[src/hdl/cmd_handler_pkg.sv]
// package: codes, field layouts, timing for the setup/slew/watchdog command handler
// assumes: one 50 MHz clock, character stream already parsed by an upstream framer
package cmd_handler_pkg;
	// command codes delivered by the upstream parser
	typedef enum logic [4:0] {
		CMD_NONE, CMD_READ_SETUP, CMD_READ_SETUP_ALIAS, CMD_READ_STORED_RAMP,
		CMD_READ_STARTUP_VALUE, CMD_READ_WATCHDOG_PERIOD, CMD_REMOTE_RESTART,
		CMD_SETUP_WRITE, CMD_RAMP_RATE_VOLATILE, CMD_STARTUP_VALUE_PROGRAM,
		CMD_TRIM_OUTPUT_LOW, CMD_TRIM_OUTPUT_HIGH, CMD_TRIM_READBACK_LOW,
		CMD_TRIM_READBACK_HIGH, CMD_WATCHDOG_PERIOD_PROGRAM,
		CMD_WRITE_RAMP_PERSISTENT, CMD_WRITE_ENABLE, CMD_OTHER_VALID
	} cmd_e;
	// error classes reported in replies
	typedef enum logic [3:0] {
		ERR_NONE, ERR_BAD_CHECKSUM, ERR_SYNTAX, ERR_VALUE, ERR_WRITE_PROTECTED,
		ERR_LIMIT, ERR_MANUAL_MODE
	} err_e;
	// value fields are BCD-free fixed point: hundredths, signed
	localparam int VAL_W = 32;
	localparam int SETUP_W = 32;
	localparam int HEX_DIGITS = 8;
	// one parsed command
	typedef struct packed {
		cmd_e code;
		logic hashPrompt;
		logic checksumPresent;
		logic checksumOk;
		logic syntaxOk;
		logic [VAL_W-1:0] value;
		logic [SETUP_W-1:0] setup;
		logic [3:0] hexCount;
	} cmd_s;
	// one reply to the reply formatter
	typedef struct packed {
		logic ok;
		err_e err;
		cmd_e code;
		logic hashPrompt;
		logic hasValue;
		logic hasSetup;
		logic [VAL_W-1:0] value;
		logic [SETUP_W-1:0] setup;
	} reply_s;
	// nonvolatile store write request
	typedef enum logic [2:0] {
		NV_NONE, NV_SETUP, NV_RAMP, NV_STARTUP, NV_WATCHDOG
	} nv_e;
	// watchdog: minutes in hundredths
	localparam logic [VAL_W-1:0] WD_DISABLE_VAL = 32'h0098_967F; // 9999999 = 99999.99
	localparam logic [VAL_W-1:0] WD_MIN_VAL = 32'h0000_0010;     // 16 = 0.16
	localparam logic [VAL_W-1:0] NEG_FULL_SCALE = 32'h8000_0000;
	localparam int CLK_HZ = 50_000_000;
	localparam int HUNDREDTH_MIN_MS = 600; // a hundredth of a minute in ms
	localparam int TICK_CYCLES = CLK_HZ / 1000 * HUNDREDTH_MIN_MS;
endpackage

[src/hdl/setup_slew_watchdog_command_handler.sv]
// setup, slew, start-up value and watchdog command handler
// assumes: an upstream parser presents one decoded command as a one-cycle strobe,
// a downstream formatter turns a reply strobe into characters, a nonvolatile
// store takes write requests and presents its contents at power-up
`timescale 1ns/1ps
module setup_slew_watchdog_command_handler #(
	parameter int TICK_COUNT = cmd_handler_pkg::TICK_CYCLES
)(
	input wire logic ref_clk,
	input wire logic rst_b,
	input wire logic cmdValid,
	input wire cmd_handler_pkg::cmd_s cmdIn,
	input wire logic nvLoadValid,
	input wire logic [cmd_handler_pkg::SETUP_W-1:0] nvSetup,
	input wire logic [cmd_handler_pkg::VAL_W-1:0] nvRamp,
	input wire logic [cmd_handler_pkg::VAL_W-1:0] nvStartup,
	input wire logic [cmd_handler_pkg::VAL_W-1:0] nvWatchdog,
	input wire logic outSetError,
	input wire logic outSlewing,
	input wire logic trimRangeError,
	output cmd_handler_pkg::reply_s reply_r,
	output logic replyValid_r,
	output cmd_handler_pkg::nv_e nvWrite_r,
	output logic [cmd_handler_pkg::VAL_W-1:0] nvWriteData_r,
	output logic [cmd_handler_pkg::SETUP_W-1:0] nvWriteSetup_r,
	output logic outSetValid_r,
	output logic [cmd_handler_pkg::VAL_W-1:0] outTarget_r,
	output logic [cmd_handler_pkg::VAL_W-1:0] outRate_r,
	output logic outFreeze_r,
	output logic controllerReset_r,
	output logic [cmd_handler_pkg::SETUP_W-1:0] activeSetup_r,
	output logic trimOutValid_r,
	output logic trimOutHigh_r,
	output logic [cmd_handler_pkg::VAL_W-1:0] trimOutMeasured_r,
	output logic trimReadbackValid_r,
	output logic trimReadbackHigh_r,
	output logic writeEnable_r
);
	//--------------------------------------------------------------
	// shadow copies and decode
	//--------------------------------------------------------------
	logic [cmd_handler_pkg::SETUP_W-1:0] setup_r;
	logic [cmd_handler_pkg::VAL_W-1:0] ramp_r;
	logic [cmd_handler_pkg::VAL_W-1:0] startup_r;
	logic [cmd_handler_pkg::VAL_W-1:0] watchdog_r;
	logic powerUpPending_r;
	logic powerUpCheck_r;
	logic [31:0] tickCnt_r;
	logic [cmd_handler_pkg::VAL_W-1:0] wdCnt_r;
	logic wdFire;
	logic isProtected;
	cmd_handler_pkg::err_e err;
	logic ok;

	// protected commands write nonvolatile memory or restart
	always_comb
	begin
		case (cmdIn.code)
			cmd_handler_pkg::CMD_REMOTE_RESTART,
			cmd_handler_pkg::CMD_SETUP_WRITE,
			cmd_handler_pkg::CMD_STARTUP_VALUE_PROGRAM,
			cmd_handler_pkg::CMD_WATCHDOG_PERIOD_PROGRAM,
			cmd_handler_pkg::CMD_WRITE_RAMP_PERSISTENT:
				isProtected = 1'b1;
			default:
				isProtected = 1'b0; // ramp_rate_volatile unprotected
		endcase
	end

	// error classification, checksum first, then syntax, protection, value
	always_comb
	begin
		err = cmd_handler_pkg::ERR_NONE;
		if (cmdIn.checksumPresent && !cmdIn.checksumOk)
			err = cmd_handler_pkg::ERR_BAD_CHECKSUM;
		else if (!cmdIn.syntaxOk)
			err = cmd_handler_pkg::ERR_SYNTAX;
		else if (cmdIn.code == cmd_handler_pkg::CMD_SETUP_WRITE
			&& cmdIn.hexCount != 4'(cmd_handler_pkg::HEX_DIGITS))
			err = cmd_handler_pkg::ERR_SYNTAX;
		else if (isProtected && !writeEnable_r)
			err = cmd_handler_pkg::ERR_WRITE_PROTECTED;
		else if (cmdIn.code == cmd_handler_pkg::CMD_WATCHDOG_PERIOD_PROGRAM
			&& cmdIn.value < cmd_handler_pkg::WD_MIN_VAL)
			err = cmd_handler_pkg::ERR_VALUE;
		else if ((cmdIn.code == cmd_handler_pkg::CMD_TRIM_OUTPUT_LOW
			|| cmdIn.code == cmd_handler_pkg::CMD_TRIM_OUTPUT_HIGH)
			&& (outSlewing || trimRangeError))
			err = cmd_handler_pkg::ERR_VALUE;
		else if ((cmdIn.code == cmd_handler_pkg::CMD_TRIM_READBACK_LOW
			|| cmdIn.code == cmd_handler_pkg::CMD_TRIM_READBACK_HIGH) && outSlewing)
			err = cmd_handler_pkg::ERR_VALUE;
		ok = (err == cmd_handler_pkg::ERR_NONE);
	end

	//--------------------------------------------------------------
	// write enable
	//--------------------------------------------------------------
	// set by write_enable, cleared by any other success or write-protected error
	always_ff @(posedge ref_clk)
	begin
		if (!rst_b)
			writeEnable_r <= 1'b0;
		else if (cmdValid)
		begin
			if (cmdIn.code == cmd_handler_pkg::CMD_WRITE_ENABLE && ok)
				writeEnable_r <= 1'b1;
			else if (ok)
				writeEnable_r <= 1'b0;
			else if (err == cmd_handler_pkg::ERR_WRITE_PROTECTED)
				writeEnable_r <= 1'b0;
			// other errors keep the enable
		end
	end

	//--------------------------------------------------------------
	// replies
	//--------------------------------------------------------------
	// one reply per command; errors carry no data and abort the command
	always_ff @(posedge ref_clk)
	begin
		if (!rst_b)
		begin
			replyValid_r <= 1'b0;
			reply_r <= '0;
		end
		else
		begin
			replyValid_r <= cmdValid;
			if (cmdValid)
			begin
				reply_r.ok <= ok;
				reply_r.err <= err;
				reply_r.code <= cmdIn.code;
				reply_r.hashPrompt <= cmdIn.hashPrompt;
				reply_r.hasValue <= 1'b0;
				reply_r.hasSetup <= 1'b0;
				reply_r.value <= '0;
				reply_r.setup <= setup_r;
				if (ok)
				begin
					case (cmdIn.code)
						cmd_handler_pkg::CMD_READ_SETUP,
						cmd_handler_pkg::CMD_READ_SETUP_ALIAS:
							reply_r.hasSetup <= 1'b1;
						cmd_handler_pkg::CMD_READ_STORED_RAMP:
						begin
							reply_r.hasValue <= 1'b1;
							reply_r.value <= ramp_r;
						end
						cmd_handler_pkg::CMD_READ_STARTUP_VALUE:
						begin
							reply_r.hasValue <= 1'b1;
							reply_r.value <= startup_r;
						end
						cmd_handler_pkg::CMD_READ_WATCHDOG_PERIOD:
						begin
							reply_r.hasValue <= 1'b1;
							reply_r.value <= watchdog_r;
						end
						cmd_handler_pkg::CMD_RAMP_RATE_VOLATILE,
						cmd_handler_pkg::CMD_STARTUP_VALUE_PROGRAM,
						cmd_handler_pkg::CMD_WATCHDOG_PERIOD_PROGRAM,
						cmd_handler_pkg::CMD_WRITE_RAMP_PERSISTENT,
						cmd_handler_pkg::CMD_TRIM_OUTPUT_LOW,
						cmd_handler_pkg::CMD_TRIM_OUTPUT_HIGH: // echoed argument
						begin
							reply_r.hasValue <= 1'b1;
							reply_r.value <= cmdIn.value;
						end
						cmd_handler_pkg::CMD_SETUP_WRITE:
						begin
							reply_r.hasSetup <= 1'b1;
							reply_r.setup <= cmdIn.setup;
						end
						default:
							reply_r.hasValue <= 1'b0;
					endcase
				end
			end
		end
	end

	//--------------------------------------------------------------
	// nonvolatile writes and shadows
	//--------------------------------------------------------------
	// stored copies follow the store at power-up and each successful write
	always_ff @(posedge ref_clk)
	begin
		if (!rst_b)
		begin
			nvWrite_r <= cmd_handler_pkg::NV_NONE;
			nvWriteData_r <= '0;
			nvWriteSetup_r <= '0;
			setup_r <= '0;
			ramp_r <= '0;
			startup_r <= '0;
			watchdog_r <= cmd_handler_pkg::WD_DISABLE_VAL;
		end
		else
		begin
			nvWrite_r <= cmd_handler_pkg::NV_NONE;
			if (nvLoadValid)
			begin
				setup_r <= nvSetup;
				ramp_r <= nvRamp;
				startup_r <= nvStartup;
				watchdog_r <= nvWatchdog;
			end
			else if (cmdValid && ok)
			begin
				case (cmdIn.code)
					cmd_handler_pkg::CMD_SETUP_WRITE:
					begin
						nvWrite_r <= cmd_handler_pkg::NV_SETUP;
						nvWriteSetup_r <= cmdIn.setup;
						setup_r <= cmdIn.setup;
					end
					cmd_handler_pkg::CMD_WRITE_RAMP_PERSISTENT:
					begin
						nvWrite_r <= cmd_handler_pkg::NV_RAMP;
						nvWriteData_r <= cmdIn.value;
						ramp_r <= cmdIn.value;
					end
					cmd_handler_pkg::CMD_STARTUP_VALUE_PROGRAM:
					begin
						nvWrite_r <= cmd_handler_pkg::NV_STARTUP;
						nvWriteData_r <= cmdIn.value;
						startup_r <= cmdIn.value;
					end
					cmd_handler_pkg::CMD_WATCHDOG_PERIOD_PROGRAM:
					begin
						nvWrite_r <= cmd_handler_pkg::NV_WATCHDOG;
						nvWriteData_r <= cmdIn.value;
						watchdog_r <= cmdIn.value;
					end
					default:
						nvWrite_r <= cmd_handler_pkg::NV_NONE;
				endcase
			end
		end
	end

	//--------------------------------------------------------------
	// restart, active setup, power-up output
	//--------------------------------------------------------------
	// active setup (baud etc.) latched only at load and restart
	always_ff @(posedge ref_clk)
	begin
		if (!rst_b)
		begin
			activeSetup_r <= '0;
			controllerReset_r <= 1'b0;
			outFreeze_r <= 1'b0;
		end
		else
		begin
			controllerReset_r <= 1'b0;
			if (nvLoadValid)
				activeSetup_r <= nvSetup;
			if (cmdValid && ok && cmdIn.code == cmd_handler_pkg::CMD_REMOTE_RESTART)
			begin
				controllerReset_r <= 1'b1;
				outFreeze_r <= 1'b1;
				activeSetup_r <= setup_r;
			end
			else if (outSetValid_r)
				outFreeze_r <= 1'b0;
		end
	end

	// power-up, watchdog and host slew commands drive the output request
	always_ff @(posedge ref_clk)
	begin
		if (!rst_b)
		begin
			powerUpPending_r <= 1'b1;
			powerUpCheck_r <= 1'b0;
			outSetValid_r <= 1'b0;
			outTarget_r <= cmd_handler_pkg::NEG_FULL_SCALE;
			outRate_r <= '0;
		end
		else
		begin
			outSetValid_r <= 1'b0;
			powerUpCheck_r <= 1'b0;
			if (cmdValid && ok && (cmdIn.code == cmd_handler_pkg::CMD_RAMP_RATE_VOLATILE
				|| cmdIn.code == cmd_handler_pkg::CMD_WRITE_RAMP_PERSISTENT))
				outRate_r <= cmdIn.value;
			if (nvLoadValid && powerUpPending_r)
			begin
				powerUpPending_r <= 1'b0;
				powerUpCheck_r <= 1'b1;
				outSetValid_r <= 1'b1;
				outTarget_r <= nvStartup;
				outRate_r <= nvRamp;
			end
			else if (powerUpCheck_r && outSetError)
			begin
				outSetValid_r <= 1'b1;
				outTarget_r <= cmd_handler_pkg::NEG_FULL_SCALE;
			end
			else if (wdFire)
			begin
				outSetValid_r <= 1'b1;
				outTarget_r <= startup_r;
			end
		end
	end

	//--------------------------------------------------------------
	// watchdog
	//--------------------------------------------------------------
	// counts hundredths of a minute since the last successful command
	assign wdFire = (watchdog_r != cmd_handler_pkg::WD_DISABLE_VAL)
		&& (wdCnt_r + 1'b1 >= watchdog_r) && (tickCnt_r == 32'(TICK_COUNT - 1))
		&& !(cmdValid && ok); // a successful command in the firing cycle restarts the period

	always_ff @(posedge ref_clk)
	begin
		if (!rst_b || (cmdValid && ok) || powerUpPending_r)
		begin
			tickCnt_r <= '0;
			wdCnt_r <= '0;
		end
		else if (tickCnt_r == 32'(TICK_COUNT - 1))
		begin
			tickCnt_r <= '0;
			if (wdFire)
				wdCnt_r <= '0;
			else
				wdCnt_r <= wdCnt_r + 1'b1;
		end
		else
			tickCnt_r <= tickCnt_r + 1'b1;
	end

	//--------------------------------------------------------------
	// trims
	//--------------------------------------------------------------
	// pass trim requests to the calibration engine
	always_ff @(posedge ref_clk)
	begin
		if (!rst_b)
		begin
			trimOutValid_r <= 1'b0;
			trimOutHigh_r <= 1'b0;
			trimOutMeasured_r <= '0;
			trimReadbackValid_r <= 1'b0;
			trimReadbackHigh_r <= 1'b0;
		end
		else
		begin
			trimOutValid_r <= cmdValid && ok && (cmdIn.code == cmd_handler_pkg::CMD_TRIM_OUTPUT_LOW
				|| cmdIn.code == cmd_handler_pkg::CMD_TRIM_OUTPUT_HIGH);
			trimReadbackValid_r <= cmdValid && ok
				&& (cmdIn.code == cmd_handler_pkg::CMD_TRIM_READBACK_LOW
				|| cmdIn.code == cmd_handler_pkg::CMD_TRIM_READBACK_HIGH);
			if (cmdValid)
			begin
				trimOutHigh_r <= (cmdIn.code == cmd_handler_pkg::CMD_TRIM_OUTPUT_HIGH);
				trimReadbackHigh_r <= (cmdIn.code == cmd_handler_pkg::CMD_TRIM_READBACK_HIGH);
				trimOutMeasured_r <= cmdIn.value;
			end
		end
	end
endmodule

[config.mk]
export PLATFORM = sky130hd
export DESIGN_NAME = setup_slew_watchdog_command_handler
export DESIGN_NICKNAME = d
export VERILOG_FILES = /design/src/hdl/cmd_handler_pkg.sv /design/src/hdl/setup_slew_watchdog_command_handler.sv
export SDC_FILE = /design/constraint.sdc
export NUM_CORES = 1
export LEC_CHECK = 0
export BUFFER_PORTS_ARGS = -buffer_cell sky130_fd_sc_hd__buf_2
export CORE_MARGIN = 8
export CORE_UTILIZATION = 54
export CTS_CLUSTER_SIZE = 20
export DETAILED_ROUTE_END_ITERATION = 6
export PLACE_DENSITY = 0.8
export SETUP_SLACK_MARGIN = 0.5
export SYNTH_ARGS = -nofsm -noshare
export SYNTH_HDL_FRONTEND = slang
export SYNTH_SLANG_ARGS = --single-unit
[constraint.sdc]
create_clock -name ref_clk -period 5.15 [get_ports ref_clk]
set_input_delay 0.515 -clock ref_clk [delete_from_list [all_inputs] [get_ports ref_clk]]
set_output_delay 0.515 -clock ref_clk [all_outputs]
set_load 0.02 [all_outputs]
==> results of run 1 <==
-- sequential cells by signal, summed over array words and instances, names as in the netlist, 3 cells and up --
register,cells
setup_r,32
outTarget_r,32
tickCnt_r,32
trimOutMeasured_r,32
ramp_r,32
activeSetup_r,32
nvWrite_r,3
wdCnt_r,32
outRate_r,32
watchdog_r,32
reply_r,76
nvWriteSetup_r,32
nvWriteData_r,32
startup_r,32
-- routing by layer --
layer  global-route usage  vias up  wire (um)  part of all wire
li1                     -     9297          -                 -
met1                0.385     9862      30100              0.38
met2                0.524     1181      36500              0.47
met3               0.0772      269       7400             0.094
met4                0.172       12       4260             0.054
met5                    0        -         66           0.00084
-- power groups by stage --
stage,sequential [mW],clock [mW],combinational [mW]
4_1_cts,3.95,3.82,0.982
6_report,3.95,3.80,0.993
2_1_floorplan,4.11,0,0.477
5_1_grt,3.97,3.96,1.06
3_3_place_gp,4.02,0,0.952
3_5_place_dp,4.03,0,0.975
-- timing repair --
| action | in CTS | in global routing |
|---|---|---|
| setup endpoints to repair | 0 | 3 |
| resized for setup | 0 | 1 |
| hold endpoints to repair | 0 | 0 |
-- cell usage after synthesis (29+ instances only) --
master	instances	area, sq um
clkbuf_1	152	571
dfxtp_1	474	9490
ha_1	34	425
nor2_1	196	736
nand2_1	270	1010
a22o_1	47	412
a21oi_1	182	911
a311oi_1	32	280
buf_2	36	180
inv_1	66	248
a211oi_1	102	766
o221ai_1	29	254
mux2i_1	233	2330
a22oi_1	95	713
o21ai_0	133	666
nand3_1	33	165
-- path summary, 6_finish.rpt --
path                       start              end  slack, ns
setup / recovery      wdCnt_r[2]  outTarget_r[31]       0.89
hold / removal    nvWatchdog[12]   watchdog_r[12]       0.18
setup reg to reg      wdCnt_r[2]  outTarget_r[31]       0.89
hold reg to reg     tickCnt_r[0]     tickCnt_r[0]       0.45
-- worst min-delay path, delay by kind of cell --
family,cells,cell delay [ns]
buf+inv,1,0.07
simple gates,1,0.04
compound gates,1,0.10
-- layout by cell type (no fill, tap or decap), types with 4 or more instances in the layout --
master / n
clkbuf_1: 8
o221ai_1: 29
nor2_1: 193
o21ai_0: 133
nor4b_1: 6
o31ai_1: 4
or4_1: 6
diode_2: 5
xnor2_1: 20
a21oi_2: 5
clkinv_2: 10
nor4_1: 13
xor2_1: 23
a22o_1: 47
dfxtp_1: 474
nor3_1: 24
nand2b_1: 14
buf_4: 31
or2_2: 8
a211oi_2: 10
clkbuf_8: 12
buf_2: 490
a22oi_1: 95
or3_1: 12
mux2i_1: 233
a21oi_1: 180
nand2_1: 270
bufinv_16: 6
a21o_1: 20
a311oi_1: 32
clkbuf_16: 49
inv_1: 65
a211oi_1: 102
and3_1: 16
ha_1: 34
inv_6: 4
and2_1: 6
nand4_1: 20
nand3_2: 4
nand3_1: 32
-- per-stage QoR --
stage | cell area [sq um] | utilization | cells
after floorplan | 21300 | - | 2391
after global placement | 23700 | 0.613 | 3218
after detailed placement | 23700 | 0.613 | 3218
after CTS | 25500 | 0.657 | 3310
after global routing | 25500 | 0.658 | 3314
final | 25500 | 0.658 | 3315
-- cell type report --
cell class / instances / area (sq um)
fillers: 3233 / 13300
diodes: 5 / 12.5
well taps: 518 / 648
inverters: 67 / 262
flip-flops and latches: 474 / 9490
clock buffers: 69 / 1420
clock inverters: 23 / 299
repair buffers: 522 / 2710
multi-input cells: 1637 / 10600
-- cells by family after synthesis --
family	synth area share
flops	0.446
other cells	0.000176
mux	0.110
xor+xnor	0.0177
compound gates	0.214
simple gates	0.136
buf+inv	0.0556
fa+ha+maj	0.0200
==> qor_table.md, run 1 <==
| Group | Quantity | Reported |
| --- | --- | --- |
| outcome | Outcome | complete, no violations |
| route | DR pass1 iterations | 7 |
| pwr | Power spent charging and discharging nets | 2.34 mW |
| cells and area | Share of final-layout standard cells stronger than drive strength 1 | 0.234 |
| timing | Final-layout setup total negative slack | 0 ns |
| timing | Crit share post-route | 0.827 |
| global routing | Overflow left after global routing | 0 |
| logic synthesis | Post-synthesis instance total | 2391 |
| global routing | Maximum number of pins on one net before global-route repair | 121 |
| clock network | CTS HTree Levels | 2 |
| clock network | Number of clock buffers inserted by TritonCTS | 49 |
| pwr | Internal power consumption | 6.40 mW |
| pwr | Relative contribution of combinational cells to total power | 0.114 |
| cells and area | Number of nets in the layout | 2997 |
| logic synthesis | Post-synthesis instance area | 21300 sq um |
| critical path | Number of gates on the worst path with buffers counted | 14 |
| hold path | Worst Hold Depth | 3 |
| clock network | Hold-fix buffers, CTS | 0 |
| cells and area | Growth of design area from synthesis to finish | 19.8% |
| logic synthesis | Most frequently used flop master after synthesis | dfxtp_1 |
| floorplanning | Core Footprint | 38700 sq um |
| critical path | Buffers plus inverters on the worst setup path | 1 |
| clock network | # clock sinks | 474 |
| timing | Smallest hold slack | 0.176 ns |
| timing | Clock skew after layout | 0.0134 ns |
| timing | Worst slew margin relative to its limit | 0.131 |
| timing | Number of hold violations in the final report | 0 |
| placed design | Number of input and output port buffers inserted | 491 |
| route | Residual DRC | 0 |
| critical path | Arrival time at the worst endpoint | 4.74 ns |
| clock network | Clock Tree Root | clkbuf_16 |
| floorplanning | Die area | 46000 sq um |
| logic synthesis | Number of warnings printed during yosys synthesis | 0 |
| hold path | Path class of the lowest-slack min-delay path | in2reg |
| logic synthesis | Flip-flop and latch count after synthesis | 474 |
| clock network | TritonCTS clock tree | built |
| pwr | Peak ir drop on the vdd network | 282 uV |
| pwr | Leakage power of the design | 12.0 nW |
| pwr | Pwr Total | 8.74 mW |
| timing | Final critical-path required period | 4.26 ns |
| route | Routed vias/inst | 6.22 |
| route | Average detailed-routed wire length per instance | 23.6 um |
| timing | Smallest setup slack after layout | 0.890 ns |
| floorplanning | Top Ports | 493 |
| route | Detailed Route WL | 78300 um |
| critical path | Maximum fanout encountered on the critical timing path | 32 |
| timing | Final Setup Violations | 0 |
| critical path | Kind of start point of the critical path | flop |
| route | Iter 0 DRT Violations | 2108 |
| pwr | Clock group share of total power | 0.434 |
| pwr | Power per cell area | 343 nW/um^2 |
| critical path | Nature of the critical path endpoint | flop |
| floorplanning | Starting density of the core | 0.549 |
| global routing | Number of global-route vias before repair | 20086 |
| global routing | Antenna violations before repair | 11 |
| clock network | Insertion delay of the later-clocked pin in the worst-skew pair | 0.60 ns |
| pwr | Power share of the sequential group | 0.452 |
| logic synthesis | Number of synthesized flops with an enable pin | 0 |
| floorplanning | Die Width | 214 um |
| route | Final ANT Viol Nets | 0 |
| timing | Maximum achievable frequency | 235 MHz |
| job | MaxCap Viol Count | 0 |
| logic synthesis | Share of synthesized area occupied by flip-flops and latches | 0.446 |
| logic synthesis | Synthesized Nets | 2637 |
| global routing | Global-route wire length before repair | 118000 um |
| route | Detailed-route via count | 20621 |
| critical path | CP Cell Sequence | and3_1, nand4_1, nand4bb_2, or2_2, nand2_1, ha_1, a211oi_1, o21ai_0, o221a_2, o31ai_1, nand3_2, a21o_1, buf_4, a211o_1 |
| placed design | Worst slack after detailed placement | 0.924 ns |
| critical path | Worst stage delay on the critical path | 0.47 ns |
| clock network | Clock slew at reported path FFs | 0.06 ns |
| global routing | Total global-route track usage | 0.320 |
| timing | Final Max Tran Viols | 0 |
| floorplanning | Height of the die | 214 um |
| critical path | CP Data Required Time | 5.63 ns |
| logic synthesis | Avg Synthesized Cell Area | 8.89 sq um |
| critical path | Crit-path leading delay family | simple AND/OR/NAND/NOR gates |
| critical path | Depth of the worst register-to-register path | 14 |
| floorplanning | Std-Cell Rows | 72 |
| pwr | Switching fraction of total power | 0.268 |
| clock network | Max Buffers Root-to-Sink | 3 |
| logic synthesis | Number of different library cells in the post-synthesis netlist | 67 |
| critical path | Cell with the largest stage delay on the worst path | nand4bb_2 |
| placed design | Routability-driven placement congestion ratio | 0.947 |
| clock network | Post-CTS setup buffer count | 0 |
| critical path | Worst setup path category | reg2reg |
| timing | Setup repair after global routing missed its margin | false |
| logic synthesis | Async S/R FF share, synth | 0 |
| timing | Transition time of the tightest slew-check pin | 1.30 ns |
| placed design | Post-detailed-placement half-perimeter wirelength | 55900 um |
(Power assumes the default switching activity.)
==> run 2, diff against run 1 <==
--- a/config.mk
+++ b/config.mk
@@ -7,10 +7,10 @@
 export LEC_CHECK = 0
 export BUFFER_PORTS_ARGS = -buffer_cell sky130_fd_sc_hd__buf_2
 export CORE_MARGIN = 8
-export CORE_UTILIZATION = 54
+export CORE_UTILIZATION = 49
 export CTS_CLUSTER_SIZE = 20
 export DETAILED_ROUTE_END_ITERATION = 6
-export PLACE_DENSITY = 0.8
+export PLACE_DENSITY = 0.77
 export SETUP_SLACK_MARGIN = 0.5
 export SYNTH_ARGS = -nofsm -noshare
 export SYNTH_HDL_FRONTEND = slang
==> constraint.sdc (replaced) <==
create_clock -name ref_clk -period 3.58 [get_ports ref_clk]
set_input_delay 0.358 -clock ref_clk [delete_from_list [all_inputs] [get_ports ref_clk]]
set_output_delay 0.358 -clock ref_clk [all_outputs]
set_load 0.02 [all_outputs]
==> run 2 against run 1 <==
Design area is 6.1% higher. Critical path depth is 2 higher. Non-clock buffer count is 63 higher. Clock skew is 0.013 ns higher. Hold slack worse by 0.15 ns. Largest power group unchanged. Sequential cell count stayed put. Utilization is 2.9 points lower.
==> qor_table.md, run 2 (synthesis gave the netlist of run 1 again) <==
| Group | Quantity | Reported | Change |
| --- | --- | --- | --- |
| outcome | Outcome | complete, no violations | unchanged |
| timing | Final critical-path required period | 3.46 ns | was 4.26 ns |
| placed design | Post-detailed-placement half-perimeter wirelength | 57700 um | was 55900 um |
| timing | Number of hold violations in the final report | 0 | unchanged |
| hold path | Path class of the lowest-slack min-delay path | in2reg | unchanged |
| timing | Final Max Tran Viols | 0 | unchanged |
| cells and area | Most common library cell in the layout ignoring fill and taps | buf_2 | unchanged |
| floorplanning | Std-Cell Rows | 76 | was 72 |
| clock network | Max Buffers Root-to-Sink | 3 | unchanged |
| clock network | Insertion delay of the later-clocked pin in the worst-skew pair | 0.60 ns | about the same |
| placed design | Routability-driven placement congestion ratio | 0.990 | was 0.947 |
| clock network | TritonCTS clock tree | built | unchanged |
| critical path | Kind of start point of the critical path | flop | unchanged |
| floorplanning | Die area | 50300 sq um | was 46000 sq um |
| timing | Transition time of the tightest slew-check pin | 1.20 ns | was 1.30 ns |
| timing | Final Setup Violations | 0 | unchanged |
| clock network | CTS HTree Levels | 2 | unchanged |
| clock network | # clock sinks | 474 | unchanged |
| floorplanning | Core Footprint | 43000 sq um | was 38700 sq um |
| route | Detailed Route WL | 80800 um | was 78300 um |
| global routing | Overflow left after global routing | 0 | unchanged |
| global routing | Global-route wire length before repair | 122000 um | was 118000 um |
| clock network | Clock slew at reported path FFs | 0.06 ns | about the same |
| timing | Crit share post-route | 0.966 | was 0.827 |
| cells and area | Non-Filler Cell Area, Final | 27000 sq um | was 25500 sq um |
| critical path | Worst setup path category | reg2reg | unchanged |
| route | Detailed-route via count | 20775 | was 20621 |
| critical path | Setup slack, reg-to-reg | 0.12 ns | was 0.89 ns |
| cells and area | Growth of design area from synthesis to finish | 27.1% | was 19.8% |
| timing | Worst slew margin relative to its limit | 0.201 | was 0.131 |
| cells and area | Share of final-layout standard cells stronger than drive strength 1 | 0.284 | was 0.234 |
| floorplanning | Top Ports | 493 | unchanged |
| placed design | Number of input and output port buffers inserted | 491 | unchanged |
| route | Iter 0 DRT Violations | 2010 | was 2108 |
| route | Final ANT Viol Nets | 0 | unchanged |
| critical path | CP Data Required Time | 4.08 ns | was 5.63 ns |
| placed design | Total cell area at the placement stage | 24500 sq um | was 23700 sq um |
| pwr | Peak ir drop on the vdd network | 389 uV | was 282 uV |
| route | Residual DRC | 0 | unchanged |
| pwr | Power per cell area | 476 nW/um^2 | was 343 nW/um^2 |
| cells and area | Largest Register | reply_r | unchanged |
| timing | Maximum achievable frequency | 289 MHz | was 235 MHz |
| cells and area | Leading cell types in the layout, fill and taps excluded | buf_2, dfxtp_1, nand2_1 | unchanged |
| cells and area | Max reg flops | 76 | unchanged |
| timing | Setup repair after global routing missed its margin | true | was false |
| pwr | Leakage power of the design | 12.6 nW | was 12.0 nW |
| global routing | Maximum number of pins on one net before global-route repair | 92 | was 121 |
| cells and area | Number of nets in the layout | 3063 | was 2997 |
| floorplanning | Die Width | 224 um | was 214 um |
| global routing | Number of global-route vias before repair | 20676 | was 20086 |
| job | MaxCap Viol Count | 0 | unchanged |
| route | Routed vias/inst | 6.02 | was 6.22 |
| route | Average detailed-routed wire length per instance | 23.4 um | was 23.6 um |
| global routing | Total global-route track usage | 0.305 | was 0.320 |
| clock network | Number of clock buffers inserted by TritonCTS | 51 | was 49 |
| global routing | Antenna violations before repair | 16 | was 11 |
| critical path | Maximum fanout encountered on the critical timing path | 6 | was 32 |
| floorplanning | Starting density of the core | 0.495 | was 0.549 |
| critical path | Nature of the critical path endpoint | flop | unchanged |
| critical path | Arrival time at the worst endpoint | 3.96 ns | was 4.74 ns |
| floorplanning | Height of the die | 224 um | was 214 um |
| clock network | Clock Tree Root | clkbuf_16 | unchanged |
| route | DR pass1 iterations | 6 | was 7 |
| cells and area | Final core utilization | 0.629 | was 0.658 |
| timing | Clock skew after layout | 0.0264 ns | was 0.0134 ns |
run 2: changes by cell type in the layout (fill, tap and decap cells not counted), moves of 6 or more:
cell and delta:
dfxtp_2 +7, diode_2 +6, buf_6 +8, buf_12 +14
dfxtp_1 -9, a211oi_2 +49, a211oi_1 -51, buf_4 +34
run 2: where the power goes:
| group | switching, mW | total, mW | internal, mW | leakage [nW] |
|---|---|---|---|---|
| combinational | 0.983 | 1.52 | 0.534 | 7.79 |
| clock | 2.21 | 5.66 | 3.46 | 0.887 |
| sequential | 0.180 | 5.69 | 5.51 | 3.89 |
| total | 3.37 | 12.9 | 9.51 | 12.6 |
run 2: metrics by stage:
stage	TNS, ns	instances	total power [mW]	hold WS [ns]	setup slack (ns)
2_1_floorplan	0	2391	6.63	0.418	0.315
3_3_place_gp	0	3326	7.20	0.431	0.0519
3_5_place_dp	-1.59	3326	7.25	0.440	-0.0705
4_1_cts	0	3432	12.9	0.000278	0.195
5_1_grt	0	3443	13.3	0.0243	0.0304
6_report	0	3451	12.9	0.0248	0.121
run 2: worst max-delay path, cell delays in order, from the launching register on:
cell       delay, ns
dfxtp_2         0.33
nand4_1         0.16
or2_4           0.27
nand4bb_4       0.24
buf_6           0.17
or4_4           0.45
nand2_4         0.10
ha_4            0.20
nand4_1         0.14
nor2_1          0.06
o221a_2         0.14
o31ai_4         0.20
nand3_2         0.16
a21o_4          0.32
buf_12          0.15
buf_16          0.13
a211oi_2        0.16
run 2: worst paths after layout:
path | startpoint | end | cells past startpoint
max | wdCnt_r[7] | outTarget_r[15] | 16
min reg2reg | reply_r[76] | reply_r[76] | 2
min | nvWatchdog[1] | watchdog_r[1] | 3
max reg2reg | wdCnt_r[7] | outTarget_r[15] | 16
run 2: per-layer routing:
layer  up-vias  track usage  share of wire
met3       236       0.0753          0.097
met4        10        0.149          0.051
met1      9993        0.353           0.37
met2      1098        0.522           0.48
li1       9438            -              -
met5         -            0        0.00079
run 2: layout make-up:
class / instances / area (sq um)
flip-flops and latches: 474 / 9510
well taps: 585 / 732
inverters: 67 / 262
repair buffers: 585 / 3500
fillers: 3604 / 16000
clock inverters: 18 / 305
multi-input cells: 1638 / 11200
diodes: 11 / 27.5
clock buffers: 73 / 1490
run 2: repair_timing:
| item | in CTS | in global routing |
|---|---|---|
| gates cloned | 7 | 1 |
| endpoints found under the hold margin | 0 | 0 |
| pin swaps | 17 | 15 |
| buffers inserted | 8 | 7 |
| endpoints found under the setup margin | 65 | 65 |
| gates resized for setup | 62 | 21 |
| hold buffers | 0 | 0 |
